File: src/irq_slice_consts.svh
/*
  Constants of the interrupt status slice: register byte addresses, field
  positions and reset values.
  Assumes inclusion by bare name from the package and the design modules.
*/
`ifndef IRQ_SLICE_CONSTS_SVH
`define IRQ_SLICE_CONSTS_SVH

// Register byte addresses on the APB side
`define STATUS_WORD_TWO_ADDR 16'hE214
`define IRQ_ENABLE_ADDR 16'hE300
`define IRQ_CLEAR_ADDR 16'hE304

// Slice field positions inside the status word
`define SLICE_HI 15
`define SLICE_LO 7
`define BIT_LINE_ERR 15
`define BIT_RX_AVAIL 14
`define BIT_THR_EMPTY 13
`define BIT_MGMT_SERIAL 12
`define BIT_SERIAL_PERIPH 11
`define BIT_AUDIO_TX 10
`define BIT_AUDIO_RX 9
`define BIT_TWO_WIRE 8
`define BIT_SECOND_TIMER 7

// Latched flags are bits 13..7; a one marks an edge-latched source
`define LATCH_EDGE_MASK 7'h41

// Reset values
`define FLAGS_RST 9'h000
`define LATCH_RST 1'b0
`define ENABLE_RST 9'h000
`define RDATA_RST 32'h0000_0000

`endif

File: src/irq_slice_pkg.sv
/*
  Types shared by the interrupt status slice modules.
  Assumes the constants header sits beside it on the include path.
*/
package irq_slice_pkg;
  `include "irq_slice_consts.svh"

  // Nine flags of the slice, bit 15 down to bit 7
  typedef logic [8:0] slice_flags_t;
  // The seven latched flags, bit 13 down to bit 7
  typedef logic [6:0] latch_flags_t;
  typedef logic [15:0] apb_addr_t;
  typedef logic [31:0] apb_word_t;
endpackage

File: src/irq_latch_flag.sv
/*
  One sticky request flag: set by a source level or by its rising edge,
  cleared by a one-cycle clear strobe.
  Assumes source and clear are synchronous to clk.
*/
`timescale 1ns/1ns
`include "irq_slice_consts.svh"
module irq_latch_flag
  import irq_slice_pkg::*;
#(
  parameter bit EDGE_MODE = 1'b0
)
(
  input wire logic clk,
  input wire logic rst,
  input wire logic src,
  input wire logic clr,
  output logic flag
);
  logic src_d_r;
  logic flag_r;
  logic set_ev;
  logic flag_nxt;

  assign set_ev = EDGE_MODE ? (src & ~src_d_r) : src;
  // Set beats clear so an event in the clearing cycle survives
  assign flag_nxt = set_ev | (flag_r & ~clr);
  assign flag = flag_r;

  always_ff @(posedge clk or posedge rst)
  begin
    if (rst)
    begin
      src_d_r <= `LATCH_RST;
      flag_r <= `LATCH_RST;
    end
    else
    begin
      src_d_r <= src;
      flag_r <= flag_nxt;
    end
  end

  edge_set_a:
    assert property (@(posedge clk) disable iff (rst)
      (EDGE_MODE && src && !$past(src)) |=> flag)
    else $error("Edge flag missed its source edge");

  hold_flag_a:
    assert property (@(posedge clk) disable iff (rst)
      (flag && !clr) |=> flag)
    else $error("Flag dropped without a clear");

  clear_flag_a:
    assert property (@(posedge clk) disable iff (rst)
      (clr && !set_ev) |=> !flag)
    else $error("Flag survived a clear with no new event");
endmodule

File: src/irq_status_slice.sv
/*
  Interrupt status slice, bits 15..7 of the second status word, with an
  enable register, a write-only clear register and one level interrupt,
  reached over an APB slave.
  Assumes all source inputs and the APB are synchronous to CLK, and that
  the UART drops its own error and timeout conditions on the read strobes.
*/
// Decided for this implementation: the register addresses and the APB interface to the registers.
`timescale 1ns/1ns
`include "irq_slice_consts.svh"

// Functional notes
// - Bit 15 is OR of four UART errors
// - Bit 15 read-only, drops on status read
// - Bit 14 is data available or timeout
// - Available: buffer full, or FIFO trigger reached
// - Available clears on buffer read, FIFO drop
// - Timeout counts in FIFO mode, clears on read
// - Bit 13 sets when transmit holding empties
// - Bit 13 edge-latched, write one clears
// - Bits 12, 11: management serial, SPI flags
// - Bits 10, 9: audio transmit, receive flags
// - Bit 8: any two-wire unit condition
// - Bit 7 sets on timer 1 status
// - Bit 7 edge-latched, write one clears
// - Status word sits at offset 0xE214
module irq_status_slice
  import irq_slice_pkg::*;
(
  input wire logic CLK,
  input wire logic SYS_RST,
  input wire logic PSEL,
  input wire logic PENABLE,
  input wire logic PWRITE,
  input wire logic [15:0] PADDR,
  input wire logic [31:0] PWDATA,
  input wire logic [3:0] PSTRB,
  output logic [31:0] PRDATA,
  output logic PREADY,
  output logic PSLVERR,
  input wire logic UART_OVERRUN,
  input wire logic UART_PARITY_ERR,
  input wire logic UART_FRAMING_ERR,
  input wire logic UART_BREAK,
  input wire logic UART_LSR_READ,
  input wire logic UART_RBR_FULL,
  input wire logic UART_FIFO_EN,
  input wire logic [4:0] UART_RX_FILL,
  input wire logic [4:0] UART_RX_TRIG,
  input wire logic UART_RX_TIMEOUT,
  input wire logic UART_RBR_READ,
  input wire logic UART_THR_EMPTY,
  input wire logic MGMT_SERIAL_REQ,
  input wire logic SERIAL_PERIPH_REQ,
  input wire logic AUDIO_TX_REQ,
  input wire logic AUDIO_RX_REQ,
  input wire logic TWO_WIRE_REQ,
  input wire logic SECOND_TIMER_REQ,
  output logic [8:0] SLICE_FLAGS,
  output logic IRQ
);
  // Flag registers
  logic line_err_r;
  logic line_err_nxt;
  logic rx_flag_r;
  logic rx_flag_nxt;
  latch_flags_t latch_flags;
  latch_flags_t latch_src;
  latch_flags_t latch_clr;
  slice_flags_t flags;

  // Software registers
  slice_flags_t enable_r;
  slice_flags_t enable_nxt;
  logic irq_r;
  logic irq_nxt;

  // APB slave state
  logic pready_r;
  logic pready_nxt;
  apb_word_t prdata_r;
  logic pslverr_r;

  // Decode
  logic apb_access;
  logic apb_done;
  logic hit_status;
  logic hit_enable;
  logic hit_clear;
  logic addr_hit;
  logic wr_done;
  logic [15:0] lane_mask;
  logic [15:0] w1c_bits;
  apb_word_t status_word;
  apb_word_t enable_word;
  apb_word_t rd_word;

  // UART line and receive conditions
  logic any_line_err;
  logic fifo_trig_hit;
  logic data_avail;
  logic timeout_part;

  // ---------------------------------------------------------------
  // UART line error, bit 15
  // ---------------------------------------------------------------
  assign any_line_err = UART_OVERRUN | UART_PARITY_ERR |
    UART_FRAMING_ERR | UART_BREAK;
  // The read mask covers the cycle before the UART itself drops the bits
  assign line_err_nxt = any_line_err & ~UART_LSR_READ;

  // ---------------------------------------------------------------
  // UART receive, bit 14
  // ---------------------------------------------------------------
  assign fifo_trig_hit = (UART_RX_FILL >= UART_RX_TRIG);
  assign data_avail = UART_FIFO_EN ? fifo_trig_hit : UART_RBR_FULL;
  // Timeout only has meaning while the FIFO runs
  assign timeout_part = UART_FIFO_EN & UART_RX_TIMEOUT;
  assign rx_flag_nxt = (data_avail | timeout_part) &
    ~UART_RBR_READ;

  // ---------------------------------------------------------------
  // Latched flags, bits 13..7
  // ---------------------------------------------------------------
  assign latch_src = {
    UART_THR_EMPTY,
    MGMT_SERIAL_REQ,
    SERIAL_PERIPH_REQ,
    AUDIO_TX_REQ,
    AUDIO_RX_REQ,
    TWO_WIRE_REQ,
    SECOND_TIMER_REQ
  };

  genvar gi;
  generate
    for (gi = 0; gi < 7; gi = gi + 1)
    begin : g_latch
      irq_latch_flag #(
        .EDGE_MODE(1'((`LATCH_EDGE_MASK >> gi) & 7'h01))
      ) u_flag (
        .clk(CLK),
        .rst(SYS_RST),
        .src(latch_src[gi]),
        .clr(latch_clr[gi]),
        .flag(latch_flags[gi])
      );
    end
  endgenerate

  assign flags = {line_err_r, rx_flag_r, latch_flags};
  assign SLICE_FLAGS = flags;

  // ---------------------------------------------------------------
  // APB decode
  // ---------------------------------------------------------------
  assign apb_access = PSEL & PENABLE;
  // Exactly one completing edge per transfer, taken on pready high
  assign apb_done = apb_access & pready_r;
  assign hit_status = (PADDR == `STATUS_WORD_TWO_ADDR);
  assign hit_enable = (PADDR == `IRQ_ENABLE_ADDR);
  assign hit_clear = (PADDR == `IRQ_CLEAR_ADDR);
  assign addr_hit = hit_status | hit_enable | hit_clear;
  assign wr_done = apb_done & PWRITE & addr_hit;
  assign lane_mask = {{8{PSTRB[1]}}, {8{PSTRB[0]}}};
  assign w1c_bits = PWDATA[15:0] & lane_mask;

  // Bits 15 and 14 never see the write data
  assign latch_clr = (wr_done & (hit_status | hit_clear)) ?
    w1c_bits[`BIT_THR_EMPTY:`SLICE_LO] : 7'h00;

  assign enable_nxt = (wr_done & hit_enable) ?
    ((enable_r & ~lane_mask[`SLICE_HI:`SLICE_LO]) |
     (PWDATA[`SLICE_HI:`SLICE_LO] & lane_mask[`SLICE_HI:`SLICE_LO])) :
    enable_r;

  assign status_word = {16'h0000, flags, 7'h00};
  assign enable_word = {16'h0000, enable_r, 7'h00};
  // Clear register is write-only and reads as zero
  assign rd_word = hit_status ? status_word :
    (hit_enable ? enable_word : `RDATA_RST);

  assign pready_nxt = apb_access & ~pready_r;
  assign irq_nxt = |(flags & enable_r);

  // ---------------------------------------------------------------
  // Registers
  // ---------------------------------------------------------------
  always_ff @(posedge CLK or posedge SYS_RST)
  begin
    if (SYS_RST)
    begin
      line_err_r <= 1'b0;
      rx_flag_r <= 1'b0;
    end
    else
    begin
      line_err_r <= line_err_nxt;
      rx_flag_r <= rx_flag_nxt;
    end
  end

  always_ff @(posedge CLK or posedge SYS_RST)
  begin
    if (SYS_RST)
    begin
      enable_r <= `ENABLE_RST;
      irq_r <= 1'b0;
    end
    else
    begin
      enable_r <= enable_nxt;
      irq_r <= irq_nxt;
    end
  end

  // One wait state: pready rises on the second access cycle
  always_ff @(posedge CLK or posedge SYS_RST)
  begin
    if (SYS_RST)
    begin
      pready_r <= 1'b0;
      prdata_r <= `RDATA_RST;
      pslverr_r <= 1'b0;
    end
    else
    begin
      pready_r <= pready_nxt;
      if (pready_nxt)
      begin
        prdata_r <= PWRITE ? `RDATA_RST : rd_word;
        pslverr_r <= ~addr_hit;
      end
      else
      begin
        pslverr_r <= 1'b0;
      end
    end
  end

  assign PREADY = pready_r;
  assign PRDATA = prdata_r;
  assign PSLVERR = pslverr_r;
  assign IRQ = irq_r;

  // ---------------------------------------------------------------
  // Checks
  // ---------------------------------------------------------------
  line_err_set_a:
    assert property (@(posedge CLK) disable iff (SYS_RST)
      (any_line_err && !UART_LSR_READ) |=> SLICE_FLAGS[8])
    else $error("Line error flag not raised by an error condition");

  line_err_drop_a:
    assert property (@(posedge CLK) disable iff (SYS_RST)
      UART_LSR_READ |=> !SLICE_FLAGS[8])
    else $error("Line error flag held across a status read");

  line_err_quiet_a:
    assert property (@(posedge CLK) disable iff (SYS_RST)
      !any_line_err |=> !SLICE_FLAGS[8])
    else $error("Line error flag raised with no error present");

  rx_char_mode_a:
    assert property (@(posedge CLK) disable iff (SYS_RST)
      (!UART_FIFO_EN && UART_RBR_FULL && !UART_RBR_READ)
        |=> SLICE_FLAGS[7])
    else $error("Receive flag missed a full buffer");

  rx_fifo_trig_a:
    assert property (@(posedge CLK) disable iff (SYS_RST)
      (UART_FIFO_EN && UART_RX_FILL >= UART_RX_TRIG && !UART_RBR_READ)
        |=> SLICE_FLAGS[7])
    else $error("Receive flag missed the FIFO trigger");

  rx_below_trig_a:
    assert property (@(posedge CLK) disable iff (SYS_RST)
      (UART_FIFO_EN && UART_RX_FILL < UART_RX_TRIG && !UART_RX_TIMEOUT)
        |=> !SLICE_FLAGS[7])
    else $error("Receive flag held below the trigger level");

  rx_read_clear_a:
    assert property (@(posedge CLK) disable iff (SYS_RST)
      UART_RBR_READ |=> !SLICE_FLAGS[7])
    else $error("Receive flag held across a buffer read");

  timeout_mode_a:
    assert property (@(posedge CLK) disable iff (SYS_RST)
      (!UART_FIFO_EN && !UART_RBR_FULL) |=> !SLICE_FLAGS[7])
    else $error("Timeout counted outside FIFO mode");

  timeout_set_a:
    assert property (@(posedge CLK) disable iff (SYS_RST)
      (UART_FIFO_EN && UART_RX_TIMEOUT && !UART_RBR_READ)
        |=> SLICE_FLAGS[7])
    else $error("Receive flag missed a character timeout");

  thr_edge_a:
    assert property (@(posedge CLK) disable iff (SYS_RST)
      $rose(UART_THR_EMPTY) |=> SLICE_FLAGS[6])
    else $error("Transmit empty flag missed its edge");

  thr_w1c_a:
    assert property (@(posedge CLK) disable iff (SYS_RST)
      (SLICE_FLAGS[6] && wr_done && hit_status && PSTRB[1] &&
       !PWDATA[13]) |=> SLICE_FLAGS[6])
    else $error("Writing zero cleared the transmit empty flag");

  level_src_a:
    assert property (@(posedge CLK) disable iff (SYS_RST)
      (MGMT_SERIAL_REQ || SERIAL_PERIPH_REQ) |=>
        &(SLICE_FLAGS[5:4] | ~$past({MGMT_SERIAL_REQ, SERIAL_PERIPH_REQ})))
    else $error("Serial unit request not latched");

  audio_src_a:
    assert property (@(posedge CLK) disable iff (SYS_RST)
      (AUDIO_TX_REQ || AUDIO_RX_REQ) |=>
        &(SLICE_FLAGS[3:2] | ~$past({AUDIO_TX_REQ, AUDIO_RX_REQ})))
    else $error("Audio request not latched");

  two_wire_a:
    assert property (@(posedge CLK) disable iff (SYS_RST)
      TWO_WIRE_REQ |=> SLICE_FLAGS[1])
    else $error("Two-wire request not latched");

  timer_clear_a:
    assert property (@(posedge CLK) disable iff (SYS_RST)
      (wr_done && hit_status && PSTRB[0] && PWDATA[7] &&
       !($rose(SECOND_TIMER_REQ))) |=> !SLICE_FLAGS[0])
    else $error("Timer flag survived a write of one");

  status_read_a:
    assert property (@(posedge CLK) disable iff (SYS_RST)
      (apb_access && !pready_r && !PWRITE && hit_status)
        |=> (PREADY && PRDATA[15:7] == $past(flags) &&
             PRDATA[31:16] == 16'h0000 && PRDATA[6:0] == 7'h00))
    else $error("Status word read returned the wrong value");

  ro_bits_a:
    assert property (@(posedge CLK) disable iff (SYS_RST)
      (wr_done && !any_line_err && !data_avail && !timeout_part)
        |=> (SLICE_FLAGS[8:7] == 2'b00))
    else $error("A write set a level-following flag");

  pready_pulse_a:
    assert property (@(posedge CLK) disable iff (SYS_RST)
      (PSEL && PENABLE && !PREADY) |=> PREADY ##1 !PREADY)
    else $error("Ready did not answer in one wait state");

  unmapped_err_a:
    assert property (@(posedge CLK) disable iff (SYS_RST)
      (PSEL && PENABLE && !PREADY && !addr_hit) |=> (PREADY && PSLVERR))
    else $error("Unmapped address accepted without error");

  irq_level_a:
    assert property (@(posedge CLK) disable iff (SYS_RST)
      |(flags & enable_r) |=> IRQ)
    else $error("Interrupt low with an enabled flag set");
endmodule

File: config.mk
export PLATFORM = sky130hd
export DESIGN_NAME = irq_status_slice
export DESIGN_NICKNAME = d
export VERILOG_FILES = /design/src/irq_slice_pkg.sv /design/src/irq_latch_flag.sv /design/src/irq_status_slice.sv
export VERILOG_INCLUDE_DIRS = /design/src /design/src/src
export SDC_FILE = /design/constraint.sdc
export NUM_CORES = 1
export LEC_CHECK = 0
export BUFFER_PORTS_ARGS = -buffer_cell sky130_fd_sc_hd__clkbuf_2
export CAP_MARGIN = 20
export CORE_ASPECT_RATIO = 0.9
export CORE_MARGIN = 1
export CORE_UTILIZATION = 40
export DETAILED_ROUTE_END_ITERATION = 8
export PLACE_DENSITY_LB_ADDON = 0.2
export SLEW_MARGIN = 15
export SYNTH_ARGS = -nofsm -noshare
export SYNTH_HDL_FRONTEND = slang
export SYNTH_SLANG_ARGS = --single-unit
File: constraint.sdc
create_clock -name CLK -period 3.5 [get_ports CLK]
set_input_delay 0.175 -clock CLK [delete_from_list [all_inputs] [get_ports CLK]]
set_output_delay 0.175 -clock CLK [all_outputs]
set_load 0.05 [all_outputs]
==> impl_metrics.csv <==
group,metric,value,unit
detailed_routing,vias,1459,
global_route,grt_pass1_wl,5890,µm
cells_and_area,syn_to_final_growth,20.4,%
floorplanning,coreArea,0.00443,mm²
worst_setup_path,start_kind,"register",
synthesis,syn_inst,170,
detailed_routing,post-route-drc-count,0,
synthesis,yosysTopAreaCellShare,43.4,%
synthesis,synth-xor-area-share,0.475,%
clock_network,clockRootBuffer,"clkbuf_8",
detailed_routing,drtPass1Iterations,4,
worst_setup_path,critPathCaptureType,"register",
clock_network,h-tree-depth,2,
synthesis,synth-seq-cells,32,
sta,hold_viol_final,0,
synthesis,synth-compound-area-share,15.2,%
global_route,gr-total-overflow,0,
worst_setup_path,crit_required,3.72,ns
sta,setup_viol,0,
min_path,min_from,"UART_THR_EMPTY",
cells_and_area,final_area,0.00222,mm²
detailed_routing,drt_iter0_drc,83,
pwr,total_power,777,µW
place,dpl_cell_area,0.00213,mm²
floorplanning,rows,23,
floorplanning,start_util,41.6,%
worst_setup_path,crit_type,"reg -> reg",
pwr,peakVddDrop,0.171,mV
job,drv_cap,0,
synthesis,synthAdderAreaFrac,3.39,%
cells_and_area,finalCoreUtilization,50.1,%
pwr,power-per-cell-area,350,mW/mm²
synthesis,yosysSeqAreaShare,43.4,%
clock_network,cts_max_path_buffers,2,
clock_network,cts_setup_buffers,0,
synthesis,avgSynthCellArea,10.8,µm²
synthesis,post-synth-top-area-cell,"dfrtp_1",
floorplanning,ios,127,
place,port_buffers,78,
place,dp_hpwl,2900,µm
clock_network,cts_sinks,32,
sta,period_needed,2.21,ns
detailed_routing,wl_per_cell,12.5,µm
sta,relSlewSlack,59.9,%
clock_network,cts_tree,"done",
floorplanning,dieArea,0.00489,mm²
synthesis,yosys_warnings,0,
synthesis,synth_top_family_by_area,"buffers and inverters",
synthesis,ys_types,38,
clock_network,clkLatencyLatePin,0.28,ns
global_route,grt_pass1_vias,1297,
cells_and_area,nNetsFinal,331,
global_route,antenna_found_initial,0,
floorplanning,die_h,66.4,µm
detailed_routing,viasPerCell,4.78,
detailed_routing,wl,3800,µm
worst_setup_path,r2r-start,"PREADY",
sta,finalCritPeriodShare,63.2,%
cells_and_area,drive_above_1_share,38.7,%
sta,skew,0.00548,ns
synthesis,ys.flop_type,"dfrtp_1",
sta,rsz0062_at_grt,"false",
place,gp_congestion,0.713,
clock_network,cts_buffers,5,
clock_network,clk_pin_slew_worst_paths,0.06,ns
sta,fin_hold_ws,0.0162,ns
detailed_routing,antenna_left,0,
sta,finalSetupTns,0,ns
synthesis,netlist_area,0.00184,mm²
sta,maxSlewViolCount,0,
sta,tightest_slew,0.600,ns
synthesis,async_reset_ff_share,100,%
floorplanning,dieWidth,73.6,µm
synthesis,synth.mux.area_fraction,5.50,%
outcome,outcome,"completed",
worst_setup_path,crit_arrival,2.43,ns
synthesis,yosys.area_share.simple,14.7,%
synthesis,synth-edff-count,0,
cells_and_area,diodes,0,
sta,max_freq,0.452,GHz
min_path,min_path_type,"in -> reg",
synthesis,synthTopCellsByArea,"dfrtp_1 (43%), buf_4 (13%), a21o_1 (6.1%), a32o_1 (4.9%), mux2_1 (4.9%)",
global_route,grt_max_degree,22,
pwr,p_leak,1.24,nW
worst_setup_path,critical_path.startpoint,"PREADY",
worst_setup_path,crit_fanout,12,
global_route,grt_usage,16.3,%
==> worst paths after layout <==
| kind | cells after the start | endpoint | slack [ns] |
|---|---|---|---|
| worst max-delay path | 4 | PRDATA[14] | 1.29 |
| min in group asynchronous | 3 | g_latch[0].u_flag.flag | 0.45 |
| worst max register to register | 4 | PRDATA[14] | 1.29 |
| worst min-delay path | 1 | g_latch[6].u_flag.src_d_r | 0.02 |
| max in group asynchronous | 4 | PRDATA[15] | 2.39 |
| worst min register to register | 1 | register | 0.52 |
==> where the power goes <==
part	total [mW]	internal, mW	switching [mW]
clock	0.263	0.135	0.129
combinational	0.137	0.0371	0.0996
sequential	0.377	0.374	0.00248
==> critical path, cell delays in order (launching register included) <==
cell and delay (ns):
dfrtp_1 0.38, nand3b_1 0.50, nor3_4 0.56, and4b_1 0.53, a21o_1 0.18
==> cell usage in the layout, fill, tap and decap left out, drive strengths merged, types with 2 or more instances in the layout <==
cell type / count
ha: 5
buf: 2
a21oi: 2
or4b: 2
dfrtp: 32
and2: 2
o21ai: 3
nand2: 2
clkbuf: 84
inv: 10
a32o: 9
nand3: 8
a22o: 2
nand2b: 2
a21o: 15
nor4: 3
nor2: 6
or2: 3
mux2: 9
conb: 23
nor3: 5
==> timing repair <==
action / 4_1_cts / 5_1_grt
resized for setup: 0 / 0
hold buffers: 1 / 0
endpoints found under the hold margin: 11 / 0
==> per-layer routing <==
| metal | global-route usage, % | up-vias | routed length (µm) |
|---|---|---|---|
| met1 | 20.3 | 683 | 1710 |
| met5 | 0 | - | 0 |
| li1 | - | 697 | - |
| met2 | 26.7 | 76 | 1750 |
| met3 | 4.57 | 3 | 312 |
| met4 | 6.25 | 0 | 31 |
==> cell type report <==
class,count,area (µm²)
multi-input cells,113,811
clock inverters,1,5.00
inverters,10,37.5
repair buffers,81,415
well taps,62,77.6
fillers,446,2210
clock buffers,6,72.6
flip-flops and latches,32,801
==> stage by stage <==
step,instances,setup WS [ns]
finish,305,1.29
global route,305,1.16
CTS,305,1.28
detailed placement,297,1.20
global placement,297,1.21
floorplan,192,1.68
==> cell usage after synthesis, types with 2 or more instances <==
cell	instances
mux2_1	8
ha_1	5
nor2_1	6
clkbuf_1	2
nand2_1	2
buf_4	33
nand2b_1	2
and2_1	2
o21ai_0	3
buf_6	2
a32o_1	9
inv_1	10
dfrtp_1	32
a22o_1	2
nor3_1	3
nor4_1	2
a21oi_1	2
nor3_4	2
or2_2	3
a21o_1	15
nand3_1	8
==> cell families after synthesis <==
kind of cell | after synthesis
AO/OA/AOI/OAI | 35
XOR/XNOR | 1
adder cells (fa/ha/maj) | 5
buffers and inverters | 47
flip-flops | 32
multiplexers | 9
other | 1
AND/OR/NAND/NOR | 40
(Power assumes the default switching activity.)
